`config.mk`:
```
export PLATFORM = sky130hd
export DESIGN_NAME = pcm_control
export DESIGN_NICKNAME = d
export VERILOG_FILES = /design/src/pcm_pkg.sv /design/src/pcm_timing_bank.sv /design/src/pcm_control.sv
export SDC_FILE = /design/constraint.sdc
export NUM_CORES = 1
export LEC_CHECK = 0
export BUFFER_PORTS_ARGS = -buffer_cell sky130_fd_sc_hd__buf_2
export CAP_MARGIN = 40
export CORE_MARGIN = 2
export CORE_UTILIZATION = 25
export DETAILED_ROUTE_END_ITERATION = 16
export PLACE_DENSITY_LB_ADDON = 0.05
export SYNTH_ARGS = -nofsm -noshare
export SYNTH_HDL_FRONTEND = slang
export SYNTH_SLANG_ARGS = --single-unit
export TNS_END_PERCENT = 30
```
`constraint.sdc`:
```
create_clock -name pclk -period 1.9 [get_ports pclk]
set_input_delay 0.19 -clock pclk [delete_from_list [all_inputs] [get_ports pclk]]
set_output_delay 0.19 -clock pclk [all_outputs]
set_load 0.02 [all_outputs]
```
`src/pcm_pkg.sv`:
```
// ****************************************************************
// Constants for the control and mode decode of the PWM unit
// ****************************************************************
package pcm_pkg;

    // ************************************************************
    // Bus widths and timing register count
    // ************************************************************
    localparam int ADDR_W    = 8;
    localparam int DATA_W    = 32;
    localparam int BYTE_W    = 8;
    localparam int TIMING_N  = 10;
    localparam int TIDX_W    = 4;

    // ************************************************************
    // Register byte addresses
    // ************************************************************
    localparam logic [7:0] ADDR_CONTROL   = 8'h00;
    localparam logic [7:0] ADDR_TIMING_0  = 8'h04;
    localparam logic [7:0] ADDR_TIMING_9  = 8'h28;
    localparam logic [7:0] ADDR_STATUS    = 8'h2C;

    // ************************************************************
    // Control register fields and reset value
    // ************************************************************
    localparam int BIT_ENABLE    = 7;
    localparam int BIT_LOAD      = 6;
    localparam int BIT_FALL_DB   = 5;
    localparam int BIT_RISE_DB   = 4;
    localparam int MODE_HI       = 3;
    localparam int MODE_LO       = 0;
    localparam int MODE_W        = 4;
    localparam logic [7:0] CONTROL_RESET = 8'h00;
    localparam logic [7:0] TIMING_RESET  = 8'h00;

    // ************************************************************
    // Operating mode codes
    // ************************************************************
    localparam logic [3:0] MODE_SINGLE          = 4'h0;
    localparam logic [3:0] MODE_PULSE_SKIP_COMP = 4'h7;
    localparam logic [3:0] MODE_BRIDGE_REV      = 4'h8;
    localparam logic [3:0] MODE_BRIDGE_FWD      = 4'h9;
    localparam logic [3:0] MODE_FIXED_SINGLE    = 4'hA;
    localparam logic [3:0] MODE_FIXED_COMP      = 4'hB;
    localparam logic [3:0] MODE_THREE_PHASE     = 4'hC;
    localparam logic [3:0] MODE_LAST_VALID      = 4'hC;

    // ************************************************************
    // Style vector: one bit per valid mode code, plus reserved
    // ************************************************************
    localparam int STYLE_W        = 14;
    localparam int STYLE_RESERVED = 13;

    // Bus handshake phases of the slave
    typedef enum logic [1:0] {
        PCM_IDLE,
        PCM_WAIT,
        PCM_DONE
    } pcm_phase_t;

endpackage

```
`src/pcm_timing_bank.sv`:
```
`timescale 1ns/1ns
// ****************************************************************
// Holding and active copies of the buffered timing registers
// ****************************************************************
module pcm_timing_bank
    import pcm_pkg::*;
(
    input  wire logic                            pclk,
    input  wire logic                            presetn,
    input  wire logic                            wr_en,
    input  wire logic [TIDX_W-1:0]               wr_idx,
    input  wire logic [BYTE_W-1:0]               wr_data,
    input  wire logic                            direct,
    input  wire logic                            load_all,
    input  wire logic [TIDX_W-1:0]               rd_idx,
    output logic      [BYTE_W-1:0]               rd_data,
    output logic      [TIMING_N-1:0][BYTE_W-1:0] act_words
);

    logic [TIMING_N-1:0][BYTE_W-1:0] hold_reg;
    logic [TIMING_N-1:0][BYTE_W-1:0] hold_next;
    logic [TIMING_N-1:0][BYTE_W-1:0] act_reg;
    logic [TIMING_N-1:0][BYTE_W-1:0] act_next;
    logic [BYTE_W-1:0]               rd_data_reg;

    // Next values of holding and active words
    always_comb begin
        hold_next = hold_reg;
        act_next  = act_reg;
        if (load_all) begin
            act_next = hold_reg;
        end
        if (wr_en) begin
            hold_next[wr_idx] = wr_data;
            if (direct) begin
                act_next[wr_idx] = wr_data;
            end
        end
    end

    // Storage, read data out of a register
    always_ff @(posedge pclk or negedge presetn) begin
        if (!presetn) begin
            hold_reg    <= '0;
            act_reg     <= '0;
            rd_data_reg <= TIMING_RESET;
        end else begin
            hold_reg    <= hold_next;
            act_reg     <= act_next;
            rd_data_reg <= (rd_idx < TIMING_N) ? hold_reg[rd_idx]
                                               : TIMING_RESET;
        end
    end

    assign rd_data   = rd_data_reg;
    assign act_words = act_reg;

endmodule

```
`src/pcm_control.sv`:
```
`timescale 1ns/1ns
// Behaviour
// - Falling dead band follows its enable bit
// - Rising dead band follows its enable bit
// - Four-bit low field selects waveform style
// - Code 1100 gives three-phase steering
// - Code 1011 fixed duty, complementary pair
// - Code 1010 fixed duty, single output
// - Code 1001 full bridge forward
// - Code 1000 full bridge reverse
// - Code 0111 pulse skipping with complement
// - Enabled load request moves buffers at period
// - Hardware clears load request when transfer done
// - Disabled writes also load active buffers
// ****************************************************************
// Control register, buffered timing words and mode decode
// ****************************************************************
module pcm_control
    import pcm_pkg::*;
(
    input  wire logic                            pclk,
    input  wire logic                            presetn,
    input  wire logic                            psel,
    input  wire logic                            penable,
    input  wire logic                            pwrite,
    input  wire logic [ADDR_W-1:0]               paddr,
    input  wire logic [DATA_W-1:0]               pwdata,
    output logic      [DATA_W-1:0]               prdata,
    output logic                                 pready,
    output logic                                 pslverr,
    input  wire logic                            period_event,
    output logic                                 module_enable,
    output logic                                 buffer_load_done,
    output logic      [MODE_W-1:0]               output_mode_select,
    output logic                                 falling_deadband_enable,
    output logic                                 rising_deadband_enable,
    output logic      [STYLE_W-1:0]              style_select,
    output logic      [TIMING_N-1:0][BYTE_W-1:0] timing_active
);

    // ************************************************************
    // Helper functions
    // ************************************************************

    // Word index of a timing register address
    function automatic logic [TIDX_W-1:0] timing_index(
        input logic [ADDR_W-1:0] addr
    );
        logic [ADDR_W-1:0] diff;
        diff = addr - ADDR_TIMING_0;
        timing_index = diff[TIDX_W+1:2];
    endfunction

    // Address lies in the timing register window
    function automatic logic is_timing(
        input logic [ADDR_W-1:0] addr
    );
        is_timing = (addr >= ADDR_TIMING_0) && (addr <= ADDR_TIMING_9)
                    && (addr[1:0] == 2'h0);
    endfunction

    // One-hot style from a mode code; reserved codes flag alone
    function automatic logic [STYLE_W-1:0] style_of(
        input logic [MODE_W-1:0] mode
    );
        logic [STYLE_W-1:0] v;
        v = '0;
        // Named codes first, push-pull and steering codes by index
        case (mode)
            MODE_THREE_PHASE:     v[MODE_THREE_PHASE]     = 1'b1;
            MODE_FIXED_COMP:      v[MODE_FIXED_COMP]      = 1'b1;
            MODE_FIXED_SINGLE:    v[MODE_FIXED_SINGLE]    = 1'b1;
            MODE_BRIDGE_FWD:      v[MODE_BRIDGE_FWD]      = 1'b1;
            MODE_BRIDGE_REV:      v[MODE_BRIDGE_REV]      = 1'b1;
            MODE_PULSE_SKIP_COMP: v[MODE_PULSE_SKIP_COMP] = 1'b1;
            default: begin
                if (mode <= MODE_LAST_VALID) begin
                    v[mode] = 1'b1;
                end else begin
                    v[STYLE_RESERVED] = 1'b1;
                end
            end
        endcase
        style_of = v;
    endfunction

    // ************************************************************
    // Registers
    // ************************************************************
    pcm_phase_t          phase_reg;
    pcm_phase_t          phase_next;
    logic [DATA_W-1:0]   prdata_reg;
    logic [DATA_W-1:0]   prdata_next;
    logic                pslverr_reg;
    logic                pslverr_next;
    logic                pready_reg;

    logic                en_reg;
    logic                ld_reg;
    logic                ld_next;
    logic                fall_db_reg;
    logic                rise_db_reg;
    logic [MODE_W-1:0]   mode_reg;

    logic                act_fall_db_reg;
    logic                act_rise_db_reg;
    logic [MODE_W-1:0]   act_mode_reg;
    logic [STYLE_W-1:0]  style_reg;
    logic                load_done_reg;

    // Style shown from reset: the decode of the reset mode code
    localparam logic [STYLE_W-1:0] STYLE_RESET =
        style_of(CONTROL_RESET[MODE_HI:MODE_LO]);

    // ************************************************************
    // Bus decode
    // ************************************************************
    wire logic                access_ph;
    wire logic                done;
    wire logic                wr_done;
    wire logic                sel_control;
    wire logic                sel_status;
    wire logic                sel_timing;
    wire logic                mapped;
    wire logic                ctrl_wr;
    wire logic                timing_wr;
    wire logic [TIDX_W-1:0]   tidx;
    wire logic [BYTE_W-1:0]   bank_rdata;
    wire logic [BYTE_W-1:0]   control_value;
    wire logic [BYTE_W-1:0]   status_value;
    wire logic                xfer;
    wire logic                apply_now;
    wire logic                ready_next;

    // Access qualifiers and address matches
    assign access_ph   = psel && penable;
    assign done        = access_ph && (phase_reg == PCM_DONE);
    assign wr_done     = done && pwrite;
    assign sel_control = (paddr == ADDR_CONTROL);
    assign sel_status  = (paddr == ADDR_STATUS);
    assign sel_timing  = is_timing(paddr);
    assign mapped      = sel_control || sel_status || sel_timing;
    assign ctrl_wr     = wr_done && sel_control;
    assign timing_wr   = wr_done && sel_timing;
    assign tidx        = timing_index(paddr);

    // Readback images of control and applied state
    assign control_value = {en_reg, ld_reg, fall_db_reg, rise_db_reg,
                            mode_reg};
    assign status_value  = {en_reg, 1'b0, act_fall_db_reg,
                            act_rise_db_reg, act_mode_reg};

    // Buffer transfer and applying moments
    assign xfer      = en_reg && ld_reg && period_event;
    assign apply_now = !en_reg || period_event;

    // Ready is registered so that the bus sees a clean flop output
    assign ready_next = (phase_next == PCM_DONE);

    // ************************************************************
    // Bus handshake: setup, two wait cycles, then pready
    // ************************************************************
    always_comb begin
        phase_next   = phase_reg;
        prdata_next  = prdata_reg;
        pslverr_next = pslverr_reg;
        case (phase_reg)
            PCM_IDLE: begin
                if (access_ph) begin
                    phase_next = PCM_WAIT;
                end
            end
            PCM_WAIT: begin
                phase_next   = PCM_DONE;
                pslverr_next = !mapped;
                prdata_next  = '0;
                if (!pwrite && sel_control) begin
                    prdata_next[BYTE_W-1:0] = control_value;
                end else if (!pwrite && sel_status) begin
                    prdata_next[BYTE_W-1:0] = status_value;
                end else if (!pwrite && sel_timing) begin
                    prdata_next[BYTE_W-1:0] = bank_rdata;
                end
            end
            PCM_DONE: begin
                phase_next   = PCM_IDLE;
                pslverr_next = 1'b0;
            end
            default: begin
                phase_next = PCM_IDLE;
            end
        endcase
    end

    // Handshake registers
    always_ff @(posedge pclk or negedge presetn) begin
        if (!presetn) begin
            phase_reg   <= PCM_IDLE;
            prdata_reg  <= '0;
            pslverr_reg <= 1'b0;
            pready_reg  <= 1'b0;
        end else begin
            phase_reg   <= phase_next;
            prdata_reg  <= prdata_next;
            pslverr_reg <= pslverr_next;
            pready_reg  <= ready_next;
        end
    end

    // ************************************************************
    // Control register
    // ************************************************************

    // Load request: software write loads the bit, transfer clears, write wins
    always_comb begin
        if (ctrl_wr) begin
            ld_next = pwdata[BIT_LOAD];
        end else if (xfer) begin
            ld_next = 1'b0;
        end else begin
            ld_next = ld_reg;
        end
    end

    // Software fields
    always_ff @(posedge pclk or negedge presetn) begin
        if (!presetn) begin
            en_reg      <= CONTROL_RESET[BIT_ENABLE];
            ld_reg      <= CONTROL_RESET[BIT_LOAD];
            fall_db_reg <= CONTROL_RESET[BIT_FALL_DB];
            rise_db_reg <= CONTROL_RESET[BIT_RISE_DB];
            mode_reg    <= CONTROL_RESET[MODE_HI:MODE_LO];
        end else begin
            ld_reg <= ld_next;
            if (ctrl_wr) begin
                en_reg      <= pwdata[BIT_ENABLE];
                fall_db_reg <= pwdata[BIT_FALL_DB];
                rise_db_reg <= pwdata[BIT_RISE_DB];
                mode_reg    <= pwdata[MODE_HI:MODE_LO];
            end
        end
    end

    // ************************************************************
    // Applied mode and dead band, changed at period edges while enabled, at once while disabled
    // ************************************************************
    always_ff @(posedge pclk or negedge presetn) begin
        if (!presetn) begin
            act_fall_db_reg <= CONTROL_RESET[BIT_FALL_DB];
            act_rise_db_reg <= CONTROL_RESET[BIT_RISE_DB];
            act_mode_reg    <= CONTROL_RESET[MODE_HI:MODE_LO];
            style_reg       <= STYLE_RESET;
        end else if (apply_now) begin
            act_fall_db_reg <= fall_db_reg;
            act_rise_db_reg <= rise_db_reg;
            act_mode_reg    <= mode_reg;
            style_reg       <= style_of(mode_reg);
        end
    end

    // Reserved codes above 1100 raise only the reserved style bit,
    // so the output stage can park its pins for them instead of
    // guessing at a waveform; every other code owns one style bit
    // and the steering logic needs no decode of its own

    // Completion pulse for the buffer transfer
    always_ff @(posedge pclk or negedge presetn) begin
        if (!presetn) begin
            load_done_reg <= 1'b0;
        end else begin
            load_done_reg <= xfer;
        end
    end

    // ************************************************************
    // Buffered timing words
    // ************************************************************
    pcm_timing_bank u_bank (
        .pclk      (pclk),
        .presetn   (presetn),
        .wr_en     (timing_wr),
        .wr_idx    (tidx),
        .wr_data   (pwdata[BYTE_W-1:0]),
        .direct    (!en_reg),
        .load_all  (xfer),
        .rd_idx    (tidx),
        .rd_data   (bank_rdata),
        .act_words (timing_active)
    );

    // ************************************************************
    // Outputs
    // ************************************************************
    assign prdata                  = prdata_reg;
    assign pready                  = pready_reg;
    assign pslverr                 = pslverr_reg;
    assign module_enable           = en_reg;
    assign buffer_load_done        = load_done_reg;
    assign output_mode_select      = act_mode_reg;
    assign falling_deadband_enable = act_fall_db_reg;
    assign rising_deadband_enable  = act_rise_db_reg;
    assign style_select            = style_reg;

endmodule

```
# After elaboration in Yosys (flattened, before gate mapping)

Index checks and enable logic that the tools add are counted.

Input bits: 46
Output and inout port bits: 136
Register bits after elaboration: 209
Logic and storage cells: 116

Eq/ne operators: 10
Add/subtract/negate cells: 1
Mux-type cells: 30
Reductions and logical operators: 32
$lt $le $gt $ge: 8

Operator list:

| operator                                                                          | number |
|---|---|
| 80-bit two-way mux                                                                | 3 |
| 80-bit bitwise mux                                                                | 2 |
| 8-bit two-way mux                                                                 | 6 |
| 8-bit binary-select mux with 4-bit select                                         | 1 |
| 8-bit demux with 4-bit select                                                     | 1 |
| 5-bit OR reduction                                                                | 6 |
| 4-bit == test (second input constant)                                             | 5 |
| 1-bit logical AND                                                                 | 14 |
| 1-bit case mux with 2 select lines                                                | 7 |
| 13-bit two-way mux                                                                | 1 |
| 4-bit by 5-bit less-than comparator with 1-bit output (second input constant)     | 2 |
| 8-bit by 6-bit == test with 1-bit output (second input constant)                  | 1 |
| 4-bit by 1-bit >= comparator with 1-bit output (second input constant)            | 2 |
| 8-bit by 3-bit >= comparator with 1-bit output (second input constant)            | 1 |
| 8-bit by 6-bit less-or-equal comparator with 1-bit output (second input constant) | 1 |
| 8-bit zero test                                                                   | 1 |
| 7-bit two-way mux                                                                 | 1 |
| 6-bit OR reduction                                                                | 1 |
| 6-bit by 3-bit subtractor with 6-bit output (second input constant)               | 1 |
| 1-bit two-way mux                                                                 | 5 |
| 1-bit demux with 4-bit select                                                     | 1 |
| 2-bit == test (second input constant)                                             | 2 |
| 4-bit by 3-bit == test with 1-bit output (second input constant)                  | 1 |
| 4-bit less-or-equal comparator (second input constant)                            | 1 |
| other kinds (8)                                                                   | 14 |

# Depth between registers and ports, before layout

Depth after elaboration: 8
Depth in mapped cells: 13
Gate-level depth less buffers: 7

# Hierarchy

From an unflattened synthesis, not the netlist that was laid out.

Cells, all modules: 755
Area total of the unflattened synthesis: 10161.0 um^2

By module, submodules not included:

| module          | sequential area each (um^2) | instances | area each (um^2) | cells each |
|---|---|---|---|---|
| pcm_timing_bank | 4204.0                      | 1         | 7963.9           | 543 |
| pcm_control     | 1002.2                      | 1         | 2197.1           | 212 |

# Least setup slack after synthesis

OpenSTA, ideal clock, no wires.

Kind: input port to flip-flop
Start: in paddr[2]
End: reg u_bank.act_reg, in the netlist u_bank.act_words[24]
Setup time: 0.127 ns
Slack: -1.038 ns
Required time: 1.773 ns
Buffers on the path: 5
Arrival time: 2.811 ns
Stages: 12
Path through: buf_6 buf_2 buf_1 inv_1 ha_1 buf_2 nor4b_4 nor2_4 nor4b_4 and3_1 buf_2 o21ai_0

RTL lines:

| item                 | RTL line              | RTL |
|---|---|---|
| from (decl)          | pcm_control.sv:26     | `input wire logic [ADDR_W-1:0] paddr,` |
| to (signal assigned) | pcm_timing_bank.sv:49 | `act_reg <= act_next;` |
| to (decl)            | pcm_timing_bank.sv:22 | `logic [TIMING_N-1:0][BYTE_W-1:0] act_reg;` |

==> impl_metrics.py <==
metrics = {
    "critical_path": {
        "cp.required_ns": 2.33,
        "path_delay_family": "buffers and inverters",
        "critPathArrivalTime_ns": 2.35,
        "cp_slowest_cell": "dfrtp_1",
        "cp.buffers_inverters": 4,
        "slowest_delay_ns": 0.39,
        "cp_max_fo": 8,
        "worstSetupPathType": "flip-flop to flip-flop",
        "crit_chain": "inv_2 > ha_4 > nand4_4 > buf_6 > nor4b_4 > buf_4 > and3_4 > buf_12 > o21ai_2",
        "startpoint_type": "flip-flop",
        "worstSetupEndpointType": "flip-flop",
    },
    "die": {
        "die_h_um": 206,
        "initial_core_util_pct": 25.2,
        "pin_count": 182,
        "dieArea_um2": 42600,
        "fp.dieW_um": 206,
        "num_rows": 74,
        "core-area_um2": 40600,
    },
    "timing": {
        "finClkSkew_ns": 0.0228,
        "fmax_ghz": 0.519,
        "timing.final.crit_share_pct": 101,
        "rsz0062_at_grt": "true",
        "slew_viol_final": 0,
        "holdWs_ns": 0.185,
        "setup_violations": 16,
        "hold_viol_final": 0,
        "worstMarginPinSlew_ns": 0.684,
        "setup_tns_ns": -0.135,
        "worst_slack_ns": -0.0258,
        "min_period_ns": 1.93,
        "maxSlewHeadroom_pct": 54.4,
    },
    "clock_tree": {
        "cts.sinks": 208,
        "cts_tree": "yes",
        "cts_buffers": 26,
        "clkTransAtPathRegs_ns": 0.06,
        "ctsHtreeMaxLevel": 1,
        "clk_latency_ns": 0.56,
        "clock_path_buffers": 3,
        "cts-root-buf": "clkbuf_16",
    },
    "grt": {
        "grt_overflow": 0,
        "grt_pass1_vias": 7859,
        "grt_antenna_before_repair": 0,
        "grt_max_degree": 60,
        "track_usage_pct": 17.5,
        "grt_pass1_wl_mm": 54.9,
    },
    "finish": {
        "drive_above_1_share_pct": 45.9,
        "area_delta_synth_final_pct": 34.5,
        "n_antenna_cell": 0,
        "fin_nets": 1121,
        "instances_no_fill": 1618,
    },
    "logic_synthesis": {
        "yosysWarnings": 0,
        "ys.flop_type": "dfrtp_1",
        "ys_types": 57,
        "synth_sequential_area_ratio_pct": 50.9,
        "yosysMostFrequentCell": "dfrtp_1",
        "syn_area_per_cell_um2": 12.2,
        "yosys.area.top_type": "dfrtp_1",
        "synthesis.area_um2": 10200,
        "synth_area_leaders": "dfrtp_1 (51%), mux2i_1 (9.5%), mux2_2 (9.3%)",
        "netlist_top_cells_count": "dfrtp_1 (207), mux2i_1 (97), mux2_2 (85)",
        "synth_edf_count": 0,
        "synth_cells": 841,
        "synthArstFlopShare_pct": 100,
        "ys_ff_latch": 208,
        "synth_top_area_share_pct": 50.6,
    },
    "power": {
        "seq_power_share_pct": 41.3,
        "p_sw_w": 0.00303,
        "max-vdd-ir-drop_mv": 0.558,
        "clockPowerShare_pct": 44.7,
        "intPower_w": 0.00820,
        "swShare_pct": 27.0,
        "pwr-share-comb_pct": 14.0,
        "p_leak_nw": 7.05,
        "p_per_area_nw_per_um2": 816,
    },
    "status": {
        "outcome": "complete, but fails checks",
        "violations": "setup timing",
    },
    "detailed_routing": {
        "routedWlPerCell_um": 22.9,
        "wirelength_mm": 37.1,
        "drc_errors": 0,
        "detail-route-antenna-nets": 0,
        "vias": 7602,
        "first_iter_violations": 361,
        "route.detailed.vias_per_inst": 4.70,
        "first_pass_iters": 4,
    },
    "run": {
        "maxCapViolCount": 0,
    },
    "placement": {
        "place.gp.congestion": 0.711,
        "dp_hpwl_mm": 25.8,
        "io_buffers": 133,
        "dp.cells": 1561,
    },
    "hold_path": {
        "hold_path_class": "primary input to async pin",
    },
}
## stage by stage
step | util [%] | total power [W] | area [um^2] | worst slack [ns]
global route | 33.9 | 0.0118 | 13800 | -0.108
global placement | 30.7 | 0.00620 | 12500 | -0.377
CTS | 33.4 | 0.0114 | 13600 | -0.0898
floorplan | - | 0.00551 | 10400 | -0.280
finish | 33.9 | 0.0112 | 13800 | -0.0258
detailed placement | 30.7 | 0.00620 | 12500 | -0.377
## cell usage in the layout, fill, tap and decap left out, types with 9 or more instances in the layout
cell       synthesis  layout
a21oi_1           33      31
a22o_1             9       9
buf_12             0      23
buf_2             19     132
buf_4             28      93
buf_6              3      16
clkbuf_16          0      26
clkbuf_8           0       9
conb_1             1      24
dfrtp_1          207     207
mux2_2            85      85
mux2i_1           97      97
mux4_2            16      16
nand2_1           13      13
nand4_1           64      64
nor2_1            35      23
nor2_2             0      11
o21ai_0           65      20
o21ai_1           13      34
o21ai_2            0      24
o22ai_1            9       9
## power groups by stage
stage / Sequential (W) / Clock [W] / Combinational (W)
after floorplan: 0.00483 / 0 / 0.000673
after global placement: 0.00472 / 0 / 0.00149
after detailed placement: 0.00471 / 0 / 0.00149
after CTS: 0.00464 / 0.00521 / 0.00158
after global routing: 0.00465 / 0.00538 / 0.00174
final: 0.00464 / 0.00502 / 0.00157
## routing by layer
metal | vias to the layer above | track usage [%] | routed length, um | part of all wire, %
li1 | 3555 | - | - | -
met1 | 3868 | 26.2 | 18500 | 50
met2 | 146 | 27.1 | 16800 | 45
met3 | 33 | 2.10 | 1310 | 3.5
met4 | 0 | 3.44 | 480 | 1.3
met5 | - | 0 | 0 | 0
## kinds of logic after synthesis
kind of cell | share of synthesized area [%]
buffers and inverters | 5.29
AO/OA/AOI/OAI | 8.25
multiplexers | 23.0
XOR/XNOR | 0.159
AND/OR/NAND/NOR | 11.3
flip-flops | 50.9
other | 0.0366
adder cells (fa/ha/maj) | 1.10
## area by class of cell
type	instances	area (um^2)
clock buffer	43	805
clock inverter	5	61.3
fill	4084	26900
inverter	8	37.5
multi-input combinational	553	4930
sequential	208	5210
tap	532	666
timing repair buffer	269	2060
## final timing paths
check / depth (start not counted) / slack [ns] / from / to
setup / recovery: 9 / -0.03 / phase_reg[0]$_DFF_PN0_ / u_bank.act_words[20]$_DFF_PN0_
hold / removal: 2 / 0.18 / presetn / u_bank.act_words[48]$_DFF_PN0_
setup reg to reg: 9 / -0.03 / phase_reg[0]$_DFF_PN0_ / u_bank.act_words[20]$_DFF_PN0_
hold reg to reg: 2 / 0.47 / style_select[12]$_DFFE_PN0P_ / style_select[12]$_DFFE_PN0P_
max in group asynchronous: 3 / 0.96 / presetn / style_select[0]$_DFFE_PN1P_
min in group pclk: 3 / 0.20 / pwdata[4] / u_bank.act_words[36]$_DFF_PN0_
## repair_timing
item	in CTS	in global routing
setup buffers	4	2
endpoints found under the hold margin	51	0
setup endpoints to repair	165	166
cloned	1	0
gates resized for setup	60	52
pin swaps	16	15
hold buffers	3	0
No activity file was read; power rests on OpenSTA's default activity.
